===== config.mk =====
export PLATFORM = sky130hd
export DESIGN_NAME = ief_top
export DESIGN_NICKNAME = d
export VERILOG_FILES = /design/src/rtl/ief_pkg.sv /design/src/rtl/ief_top.sv
export SDC_FILE = /design/constraint.sdc
export NUM_CORES = 1
export LEC_CHECK = 0
export ABC_AREA = 1
export BUFFER_PORTS_ARGS = -buffer_cell sky130_fd_sc_hd__buf_2
export CELL_PAD_IN_SITES_DETAIL_PLACEMENT = 1
export CELL_PAD_IN_SITES_GLOBAL_PLACEMENT = 1
export CORE_MARGIN = 2
export CORE_UTILIZATION = 32
export CTS_CLUSTER_DIAMETER = 150
export DETAILED_ROUTE_END_ITERATION = 8
export GPL_ROUTABILITY_DRIVEN = 0
export PLACE_DENSITY_LB_ADDON = 0.1
export SYNTH_ARGS = -nofsm -noshare
export SYNTH_HDL_FRONTEND = slang
export SYNTH_SLANG_ARGS = --single-unit

===== constraint.sdc =====
create_clock -name CLK -period 3.7 [get_ports CLK]
set_input_delay 0.185 -clock CLK [delete_from_list [all_inputs] [get_ports CLK]]
set_output_delay 0.185 -clock CLK [all_outputs]
set_load 0.02 [all_outputs]

===== src/rtl/ief_pkg.sv =====
// constants, field positions and carriers for the interrupt enable and
// contactless error flag block; assumes one 250 MHz system clock
package ief_pkg;
  // ---------------------------------------------------------------
  // register indices (byte address is four times the index)
  // ---------------------------------------------------------------
  localparam logic [5:0] IDX_EN = 6'h09;
  localparam logic [5:0] IDX_ERR = 6'h0A;
  localparam logic [5:0] IDX_COLL = 6'h0D;
  localparam logic [5:0] IDX_CTRL = 6'h10;
  localparam logic [5:0] IDX_STAT = 6'h11;
  // ---------------------------------------------------------------
  // reset values
  // ---------------------------------------------------------------
  localparam logic [7:0] EN_RST = 8'h00;
  localparam logic [7:0] ERR_RST = 8'h00;
  localparam logic [7:0] COLL_RST = 8'h00;
  localparam logic [2:0] CTRL_RST = 3'h0;
  // ---------------------------------------------------------------
  // enable register fields
  // ---------------------------------------------------------------
  localparam int EN_PUSHPULL = 7;
  localparam int EN_PINOUT = 6;
  localparam int EN_CARD = 5;
  localparam int EN_TMR_HI = 4;
  localparam int NUM_TMR = 5;
  // ---------------------------------------------------------------
  // error register fields
  // ---------------------------------------------------------------
  localparam int ER_NVM = 7;
  localparam int ER_FWR = 6;
  localparam int ER_OVF = 5;
  localparam int ER_SHORT = 4;
  localparam int ER_EMPTY = 3;
  localparam int ER_COLL = 2;
  localparam int ER_PROT = 1;
  localparam int ER_INTEG = 0;
  // ---------------------------------------------------------------
  // control and collision position fields
  // ---------------------------------------------------------------
  localparam int CT_COLL_ERR = 0;
  localparam int CT_MULTI = 1;
  localparam int CT_SUPPR = 2;
  localparam int CP_VALID = 7;
  // ---------------------------------------------------------------
  // frame limits in data bits
  // ---------------------------------------------------------------
  localparam logic [15:0] MIN_FRAME_BITS = 16'h0004;
  localparam logic [15:0] SUPPR_MIN_BITS = 16'h0018;
  localparam logic [15:0] COLL_POS_LIMIT = 16'h0040;
  // ---------------------------------------------------------------
  // transceiver state as reported by the sequencer
  // ---------------------------------------------------------------
  typedef enum logic [2:0] {
    COM_IDLE = 3'h0,
    COM_TXWAIT = 3'h1,
    COM_TX = 3'h3,
    COM_RECEIVE_WAIT_STATE = 3'h5,
    COM_WAITDATA = 3'h6,
    COM_RX = 3'h7
  } ief_com_e;
  // ---------------------------------------------------------------
  // carriers
  // ---------------------------------------------------------------
  typedef struct packed {
    logic start;
    logic recv_start;
    logic transceive;
    logic fifo_flush;
    logic err_stored;
    logic tx_start;
    logic fifo_empty;
    logic crc_tx;
    logic auth;
    ief_com_e com_state;
  } ief_cmd_s;
  typedef struct packed {
    logic frame_end;
    logic [15:0] frame_bits;
    logic coll;
    logic coll_eof;
    logic [15:0] coll_pos;
    logic prot_err;
    logic integ_err;
  } ief_rx_s;
  typedef struct packed {
    logic done;
    logic fail;
  } ief_nvm_s;
endpackage


===== src/rtl/ief_top.sv =====
// interrupt enable register, contactless error flags and the interrupt
// pin driver; assumes all event inputs come from logic on CLK and that
// the pin wire is resolved outside from IRQ_O and IRQ_OE_N
//
// Operation
// - enable bit 7 high drives the pin push-pull, low open-drain.
// - combined request reaches the pin only while enable bit 6 is set.
// - card-detect request joins the combined request only with bit 5.
// - timer requests 4..0 join only with their enable bits 4..0.
// - error bit 7 reflects failure of the latest nonvolatile command.
// - FIFO writes during CRC, receive states or authentication set bit 6.
// - bit 6 clears on command start, or after errors stored in multi-frame.
// - write to full FIFO sets bit 5; later writes dropped while set.
// - valid start then fewer than 4 data bits sets bit 4.
// - short frames are dropped silently, decoder kept on, no receive request.
// - bits 4,2,1,0 clear at receive start or transceive wait-for-data entry.
// - transmission started with empty FIFO sets bit 3.
// - collision sets bit 2 and records first collision position if below 64.
// - collision inside end-of-frame symbol does not set bit 2.
// - stop bit, type-B framing or byte count fault sets bit 1, stops receive.
// - on protocol error the last received byte is not stored.
// - parity or CRC mismatch sets bit 0, reception continues.
// - with collision-as-error set, a collision also sets bit 0.
// - error request is high while any of bits 6,5,3,1,0 is set.
// - combined request is high while any enabled request is active.
// - pin polarity bit inverts the level on the pin.
//
// Register access over Avalon-MM was chosen for this implementation.
`timescale 1ns/1ps
module ief_top (
  input wire logic CLK,
  input wire logic RST,
  input wire logic [7:0] AVS_ADDRESS,
  input wire logic AVS_READ,
  input wire logic AVS_WRITE,
  input wire logic [31:0] AVS_WRITEDATA,
  input wire logic [3:0] AVS_BYTEENABLE,
  output logic [31:0] AVS_READDATA,
  output logic AVS_WAITREQUEST,
  input wire logic CARD_REQ,
  input wire logic [4:0] TMR_REQ,
  input wire logic OTHER_REQ,
  input wire logic PIN_INVERT,
  input wire ief_pkg::ief_nvm_s NVM,
  input wire ief_pkg::ief_cmd_s CMD,
  input wire ief_pkg::ief_rx_s RX,
  input wire logic FIFO_WR,
  input wire logic FIFO_FULL,
  output logic FIFO_WR_ACCEPT,
  output logic RX_DONE_REQ,
  output logic RX_DISCARD,
  output logic RX_STOP,
  output logic DROP_LAST_BYTE,
  output logic ERR_REQ,
  output logic COMBINED_REQ,
  output logic IRQ_O,
  output logic IRQ_OE_N
);
  import ief_pkg::*;

  // ---------------------------------------------------------------
  // bus slave
  // ---------------------------------------------------------------
  // one wait cycle: read data is captured on the first cycle of the
  // request and the write lands at the edge that sees waitrequest low
  logic wait_q;
  logic wait_d;
  logic [31:0] rdata_q;
  logic [31:0] rdata_d;
  logic [7:0] rd_mux;
  logic [5:0] idx;
  logic wr_en;
  logic [7:0] en_q;
  logic [7:0] en_d;
  logic [7:0] err_q;
  logic [7:0] err_d;
  logic [7:0] coll_q;
  logic [7:0] coll_d;
  logic [2:0] ctrl_q;
  logic [2:0] ctrl_d;
  logic comb_q;
  logic comb_d;
  logic ereq_q;
  logic ereq_d;

  assign idx = AVS_ADDRESS[7:2];
  assign wr_en = AVS_WRITE && !wait_q && AVS_BYTEENABLE[0];

  always_comb begin
    case (idx)
      IDX_EN: rd_mux = en_q;
      IDX_ERR: rd_mux = err_q;
      IDX_COLL: rd_mux = coll_q;
      IDX_CTRL: rd_mux = {5'h00, ctrl_q};
      IDX_STAT: rd_mux = {comb_q, ereq_q, CARD_REQ, TMR_REQ};
      default: rd_mux = 8'h00;
    endcase
  end

  always_comb begin
    wait_d = 1'b1;
    rdata_d = rdata_q;
    if ((AVS_READ || AVS_WRITE) && wait_q) begin
      wait_d = 1'b0;
      rdata_d = 32'h0000_0000;
      if (AVS_READ) begin
        rdata_d = {24'h00_0000, rd_mux};
      end
    end
  end

  always_ff @(posedge CLK or posedge RST) begin
    if (RST) begin
      wait_q <= 1'b1;
      rdata_q <= 32'h0000_0000;
    end else begin
      wait_q <= wait_d;
      rdata_q <= rdata_d;
    end
  end

  assign AVS_WAITREQUEST = wait_q;
  assign AVS_READDATA = rdata_q;

  // ---------------------------------------------------------------
  // software registers
  // ---------------------------------------------------------------
  // the error register has no write path at all
  always_comb begin
    en_d = en_q;
    ctrl_d = ctrl_q;
    if (wr_en && idx == IDX_EN) begin
      en_d = AVS_WRITEDATA[7:0];
    end
    if (wr_en && idx == IDX_CTRL) begin
      ctrl_d = AVS_WRITEDATA[2:0];
    end
  end

  always_ff @(posedge CLK or posedge RST) begin
    if (RST) begin
      en_q <= EN_RST;
      ctrl_q <= CTRL_RST;
    end else begin
      en_q <= en_d;
      ctrl_q <= ctrl_d;
    end
  end

  // ---------------------------------------------------------------
  // error flags
  // ---------------------------------------------------------------
  ief_com_e com_q;
  logic rx_clr;
  logic fwr_clr;
  logic fwr_bad;
  logic rx_busy;
  logic coll_hit;
  logic coll_first;
  logic short_frm;
  logic suppr_frm;

  assign rx_busy = (CMD.com_state == COM_RECEIVE_WAIT_STATE) ||
                   (CMD.com_state == COM_WAITDATA) ||
                   (CMD.com_state == COM_RX);
  assign fwr_bad = FIFO_WR && (CMD.crc_tx || rx_busy || CMD.auth);
  assign fwr_clr = CMD.start || (ctrl_q[CT_MULTI] && CMD.err_stored);
  assign rx_clr = CMD.recv_start || (CMD.transceive &&
                  CMD.com_state == COM_WAITDATA &&
                  com_q != COM_WAITDATA);
  assign coll_hit = RX.coll && !RX.coll_eof;
  assign coll_first = rx_clr || !err_q[ER_COLL];
  assign short_frm = RX.frame_end && RX.frame_bits < MIN_FRAME_BITS;
  assign suppr_frm = RX.frame_end && ctrl_q[CT_SUPPR] &&
                     RX.frame_bits < SUPPR_MIN_BITS;

  // clears first, sets after, so an event in a clearing cycle survives
  always_comb begin
    err_d = err_q;
    coll_d = coll_q;
    if (NVM.done) begin
      err_d[ER_NVM] = NVM.fail;
    end
    if (fwr_clr) begin
      err_d[ER_FWR] = 1'b0;
    end
    if (CMD.fifo_flush) begin
      err_d[ER_OVF] = 1'b0;
    end
    if (CMD.start) begin
      err_d[ER_EMPTY] = 1'b0;
    end
    if (rx_clr) begin
      err_d[ER_SHORT] = 1'b0;
      err_d[ER_COLL] = 1'b0;
      err_d[ER_PROT] = 1'b0;
      err_d[ER_INTEG] = 1'b0;
      coll_d = COLL_RST;
    end
    if (fwr_bad) begin
      err_d[ER_FWR] = 1'b1;
    end
    if (FIFO_WR && FIFO_FULL) begin
      err_d[ER_OVF] = 1'b1;
    end
    if (short_frm) begin
      err_d[ER_SHORT] = 1'b1;
    end
    if (CMD.tx_start && CMD.fifo_empty) begin
      err_d[ER_EMPTY] = 1'b1;
    end
    if (coll_hit) begin
      err_d[ER_COLL] = 1'b1;
      if (coll_first) begin
        // only the first 8 bytes have a position to show
        if (RX.coll_pos < COLL_POS_LIMIT) begin
          coll_d = {1'b1, RX.coll_pos[6:0]};
        end else begin
          coll_d = COLL_RST;
        end
      end
      if (ctrl_q[CT_COLL_ERR]) begin
        err_d[ER_INTEG] = 1'b1;
      end
    end
    if (RX.prot_err) begin
      err_d[ER_PROT] = 1'b1;
    end
    if (RX.integ_err) begin
      err_d[ER_INTEG] = 1'b1;
    end
  end

  always_ff @(posedge CLK or posedge RST) begin
    if (RST) begin
      err_q <= ERR_RST;
      coll_q <= COLL_RST;
      com_q <= COM_IDLE;
    end else begin
      err_q <= err_d;
      coll_q <= coll_d;
      com_q <= CMD.com_state;
    end
  end

  // ---------------------------------------------------------------
  // FIFO and receiver steering
  // ---------------------------------------------------------------
  logic acc_q;
  logic acc_d;
  logic done_q;
  logic done_d;
  logic disc_q;
  logic disc_d;
  logic stop_q;
  logic stop_d;

  always_comb begin
    // contents stay untouched once overflow is flagged
    acc_d = FIFO_WR && !FIFO_FULL && !err_q[ER_OVF];
    // decoder is never stopped for a short frame, only for protocol faults
    disc_d = short_frm || suppr_frm;
    done_d = RX.frame_end && !disc_d;
    stop_d = RX.prot_err;
  end

  always_ff @(posedge CLK or posedge RST) begin
    if (RST) begin
      acc_q <= 1'b0;
      done_q <= 1'b0;
      disc_q <= 1'b0;
      stop_q <= 1'b0;
    end else begin
      acc_q <= acc_d;
      done_q <= done_d;
      disc_q <= disc_d;
      stop_q <= stop_d;
    end
  end

  assign FIFO_WR_ACCEPT = acc_q;
  assign RX_DONE_REQ = done_q;
  assign RX_DISCARD = disc_q;
  assign RX_STOP = stop_q;
  assign DROP_LAST_BYTE = stop_q;

  // ---------------------------------------------------------------
  // request combining and pin driver
  // ---------------------------------------------------------------
  logic pin_lvl;
  logic irq_q;
  logic irq_d;
  logic oen_q;
  logic oen_d;

  always_comb begin
    ereq_d = err_d[ER_FWR] || err_d[ER_OVF] || err_d[ER_PROT] ||
             err_d[ER_EMPTY] || err_d[ER_INTEG];
    comb_d = OTHER_REQ ||
             (CARD_REQ && en_q[EN_CARD]) ||
             (|(TMR_REQ & en_q[EN_TMR_HI:0]));
    pin_lvl = comb_d && en_q[EN_PINOUT];
    if (en_q[EN_PUSHPULL]) begin
      irq_d = pin_lvl ^ PIN_INVERT;
      oen_d = 1'b0;
    end else begin
      // open drain: only the active level is ever driven
      irq_d = !PIN_INVERT;
      oen_d = !pin_lvl;
    end
  end

  always_ff @(posedge CLK or posedge RST) begin
    if (RST) begin
      ereq_q <= 1'b0;
      comb_q <= 1'b0;
      irq_q <= 1'b0;
      oen_q <= 1'b1;
    end else begin
      ereq_q <= ereq_d;
      comb_q <= comb_d;
      irq_q <= irq_d;
      oen_q <= oen_d;
    end
  end

  assign ERR_REQ = ereq_q;
  assign COMBINED_REQ = comb_q;
  assign IRQ_O = irq_q;
  assign IRQ_OE_N = oen_q;
endmodule


==> results list <==
- Drt drc: 0
- Mean instance size in the synthesized netlist: 8.07 um^2
* Slowest cell on crit path: sky130_fd_sc_hd__dlygate4sd3_1
- For this run, the total global-route usage over all layers was measured as 15.6%.
- After synthesis, the largest family of logic cells by area is simple AND/OR/NAND/NOR gates.
- Between clock sinks in the finished design, the worst skew comes to 9.53 ps.
- Worst-path fanout max: 9
* Share of post-route cells with drive strength above 1: 31.2%
* Wire length of the first global-routing pass: 10900 um
- Buffers added to address setup during post-CTS repair amount to 0.
- Yosys mapped a number of flops with a built-in enable equal to 0.
* Worst min path class: in2reg
- Most area-consuming cells after synthesis: sky130_fd_sc_hd__dfrtp_1 43%, sky130_fd_sc_hd__nand2_1 11%, sky130_fd_sc_hd__nand3_1 11%, sky130_fd_sc_hd__buf_4 7.5%, sky130_fd_sc_hd__nor2_1 4.1%
* Leakage power: 1.77 nW
- Most used routing layer: met2
- Hold slack: 16.3 ps
* Xor/xnor cell area share of the yosys netlist: 0%
* Transition time at the pin with the least slew margin: 993 ps
- Worst Hold Endpoint: com_q[2]
* Outcome: finished clean
- Setup total negative slack on the finished layout was measured at 0 ps.
* Most frequent cells after synthesis: 76 x sky130_fd_sc_hd__nand2_1, 55 x sky130_fd_sc_hd__nand3_1, 45 x sky130_fd_sc_hd__dfrtp_1, 28 x sky130_fd_sc_hd__nor2_1, 27 x sky130_fd_sc_hd__inv_1
* Clock tree from TritonCTS: done
- F_max: 713 MHz
- Total global routing overflow: 0
- Most numerous cell in the Yosys netlist: sky130_fd_sc_hd__nand2_1
- Total of fill cells in the finished design: 1026
- The floorplan has 32 rows.
* Total of max-cap violations: 0
* Worst EP arrival: 1590 ps
- Critical path launch point type: input pin
* Peak ir drop on the vdd network: 118 uV
- The worst register-to-register path begins at AVS_WAITREQUEST.
* Ratio of total power to cell area: 325 nW/um^2
- Number of nets in the layout: 528
- Distinct cell type count after synthesis: 27
- Grouping stages by cell kind, the critical path spends the most delay in simple AND/OR/NAND/NOR gates.
- The critical path in this run is classified as in2reg.
* Final setup violation count: 0
- Number of buffers added on ports: 95
* Post-synthesis sequential area ratio: 45.5%
* Flops & latches, synth: 47
- Entering global routing, the biggest net connects 48 pins.
- The wire-length estimate of the detail-placed layout is 5380 um.
* Max-slew violation count: 0
* Floorplan Core Area: 7770 um^2
- RSZ-0062 raised after global routing: no
- Initial DRC count: 68
* Netlist area before placement: 2590 um^2
- Global routing used 2.09% of the available met3 tracks.
* Antenna Diode Count: 0
- Required @ worst endpoint: 3890 ps
- For met2 alone, demand over resource in global routing was 26.6%.
- Critical-path cell list: dlygate4sd3_1 > buf_2 > nor2_1 > nand4_1 > and2_1 > and3_1
- Area overhead of the layout relative to synthesis: 22.1%
- Crit path time final: 1400 ps
- Hold Vio Cnt, Final: 0
- The tree is rooted in a sky130_fd_sc_hd__clkbuf_8.
- The worst setup path is captured at a flip-flop.
* Share of flip-flops with an asynchronous set or reset after synthesis: 100%
- In this run the number of H-tree levels came out at 2.
* Effective utilization at floorplan: 33.4%
* Worst R2R Setup Slack: 2360 ps
- Reg-to-reg critical path endpoint: AVS_READDATA[5]
* Post-synthesis share of cell area spent on full adders, half adders and majority gates: 0%
* Insertion delay of the later-clocked pin in the worst-skew pair: 300 ps
* Count of buffer and inverter cells on the critical path: 2
- Num ports: 151
- Counting instances, the worst hold path has a depth of 1.
- The worst pin sits at a relative slew slack of 33.8%.
* Number of nets with antenna violations after detailed routing: 0
* Cell type contributing the most total cell area after synthesis: sky130_fd_sc_hd__dfrtp_1
* Most instantiated flip-flop cell in the synthesis netlist: sky130_fd_sc_hd__dfrtp_1
* Share of the synthesized area in the top cell type: 43.5%
- Compound-gate portion of the synthesized area: 6.23%
- TritonCTS buffer count: 5
- Clock net sink count: 47
- Post-detailed-route wirelength per cell: 12.6 um
- Measured in cells, the most critical reg-to-reg path has a length of 6.
- Syn Inst Count: 321
- The number of antenna violations at the first check in global routing is 0.
- The die covers 8830 um^2.
* Detailed Routing Iterations Pass 1: 4
* Total number of vias: 2381
* Total Routed Length: 6590 um
- Multiplexer share of the synthesized area: 0.435%
- Warnings from Yosys: 0
- Met1 capacity usage during global routing: 20.6%
* Clock-pin slew reported for the worst setup and hold paths after clock tree synthesis: 90 ps
- Detail-routed via count per cell: 4.56
* Worst Hold Launch: CMD[2]
- Of the available clock period, the critical path in the final layout requires 37.9%.
- Number of global-route vias before repair: 2405
- The largest single stage delay on the critical path is 540 ps.
- In this run the horizontal extent of the chip is 94.0 um.
* Die height: 94.0 um
* Fraction of the mapped netlist area in simple logic gates: 34.6%
- Clk buf depth: 2
## worst max path at each step
stage / from / to / slack [ps] / depth (start not counted)
6_report: CMD[0] / coll_q[6] / 2300 / 6
5_1_grt: CMD[0] / coll_q[0] / 2130 / 7
4_1_cts: AVS_WAITREQUEST / AVS_READDATA[5] / 2350 / 6
3_5_place_dp: AVS_ADDRESS[6] / en_q[4] / 2200 / 7
3_3_place_gp: AVS_ADDRESS[6] / en_q[5] / 2200 / 7
2_1_floorplan: RST / AVS_READDATA[0] / 2400 / 1
## sequential cells by signal, summed over array words and instances (netlist names)
register and count:
AVS_READDATA 8, coll_q 8, en_q 8, err_q 8
com_q 3, ctrl_q 3, AVS_WAITREQUEST 1, COMBINED_REQ 1
DROP_LAST_BYTE 1, ERR_REQ 1, FIFO_WR_ACCEPT 1, IRQ_O 1
IRQ_OE_N 1, RX_DISCARD 1, RX_DONE_REQ 1
## cells in the final DEF, fill, tap and decap left out
| cell | Yosys | routed |
|---|---|---|
| sky130_fd_sc_hd__nand3_1 | 55 | 55 |
| sky130_fd_sc_hd__nor2_2 | 2 | 2 |
| sky130_fd_sc_hd__dlygate4sd3_1 | 0 | 2 |
| sky130_fd_sc_hd__nor2_4 | 3 | 3 |
| sky130_fd_sc_hd__nand4_1 | 13 | 13 |
| sky130_fd_sc_hd__nand3_4 | 1 | 1 |
| sky130_fd_sc_hd__clkbuf_1 | 0 | 1 |
| sky130_fd_sc_hd__dfstp_2 | 2 | 2 |
| sky130_fd_sc_hd__buf_2 | 1 | 95 |
| sky130_fd_sc_hd__and2_1 | 1 | 1 |
| sky130_fd_sc_hd__nor2_8 | 1 | 1 |
| sky130_fd_sc_hd__nor3_4 | 1 | 1 |
| sky130_fd_sc_hd__nand2_1 | 76 | 76 |
| sky130_fd_sc_hd__conb_1 | 1 | 24 |
| sky130_fd_sc_hd__clkinv_2 | 0 | 1 |
| sky130_fd_sc_hd__nor3_1 | 1 | 1 |
| sky130_fd_sc_hd__clkbuf_8 | 0 | 5 |
| sky130_fd_sc_hd__dfrtp_1 | 45 | 45 |
| sky130_fd_sc_hd__clkinvlp_4 | 0 | 1 |
| sky130_fd_sc_hd__inv_1 | 27 | 26 |
| sky130_fd_sc_hd__inv_2 | 4 | 5 |
| sky130_fd_sc_hd__o21ai_0 | 5 | 5 |
| sky130_fd_sc_hd__a21oi_1 | 7 | 7 |
| sky130_fd_sc_hd__and3_1 | 1 | 1 |
| sky130_fd_sc_hd__o21bai_1 | 3 | 3 |
| sky130_fd_sc_hd__mux2_2 | 1 | 1 |
| sky130_fd_sc_hd__nor2_1 | 28 | 28 |
| sky130_fd_sc_hd__nand3b_1 | 1 | 1 |
| sky130_fd_sc_hd__o21ai_2 | 9 | 9 |
| sky130_fd_sc_hd__nand2_2 | 4 | 4 |
## cells by family after synthesis
| logic type | Yosys count |
|---|---|
| compound gates | 24 |
| buf+inv | 60 |
| flops | 47 |
| mux | 1 |
| other cells | 1 |
| simple gates | 188 |
## where the power goes
group	internal (mW)	total [mW]	switching (mW)
sequential	0.536	0.554	0.0175
clock	0.132	0.303	0.171
combinational	0.0588	0.170	0.111
## stage by stage
stage          std cells  cell area [um^2]  utilization (%)  setup slack [ps]  total power [mW]
6_report             522              3160             40.7              2300              1.03
5_1_grt              522              3160             40.7              2130              1.09
4_1_cts              521              3150             40.6              2350              1.04
3_5_place_dp         512              3060             39.4              2200             0.736
3_3_place_gp         512              3060             39.4              2200             0.733
2_1_floorplan        344              2680                -              2400             0.679
## final cells by class
| cell class | count | area, um^2 | area share, % |
|---|---|---|---|
| inverters | 31 | 116 | 3.68 |
| flip-flops and latches | 47 | 1180 | 37.3 |
| well taps | 102 | 128 | 4.03 |
| repair buffers | 97 | 495 | 15.7 |
| clock inverters | 2 | 12.5 | 0.396 |
| clock buffers | 6 | 72.6 | 2.29 |
| multi-input cells | 237 | 1160 | 36.7 |
## layer usage
| metal | vias up | wire length (um) |
|---|---|---|
| met5 | - | 0 |
| met4 | 0 | 99 |
| met3 | 7 | 355 |
| met2 | 81 | 3170 |
| met1 | 1100 | 2960 |
| li1 | 1193 | - |
## what timing repair did
action,CTS,global route
endpoints found under the hold margin,1,1
endpoints found under the setup margin,0,0
hold buffers,1,1
gates resized for setup,0,0
(Power assumes the default switching activity.)
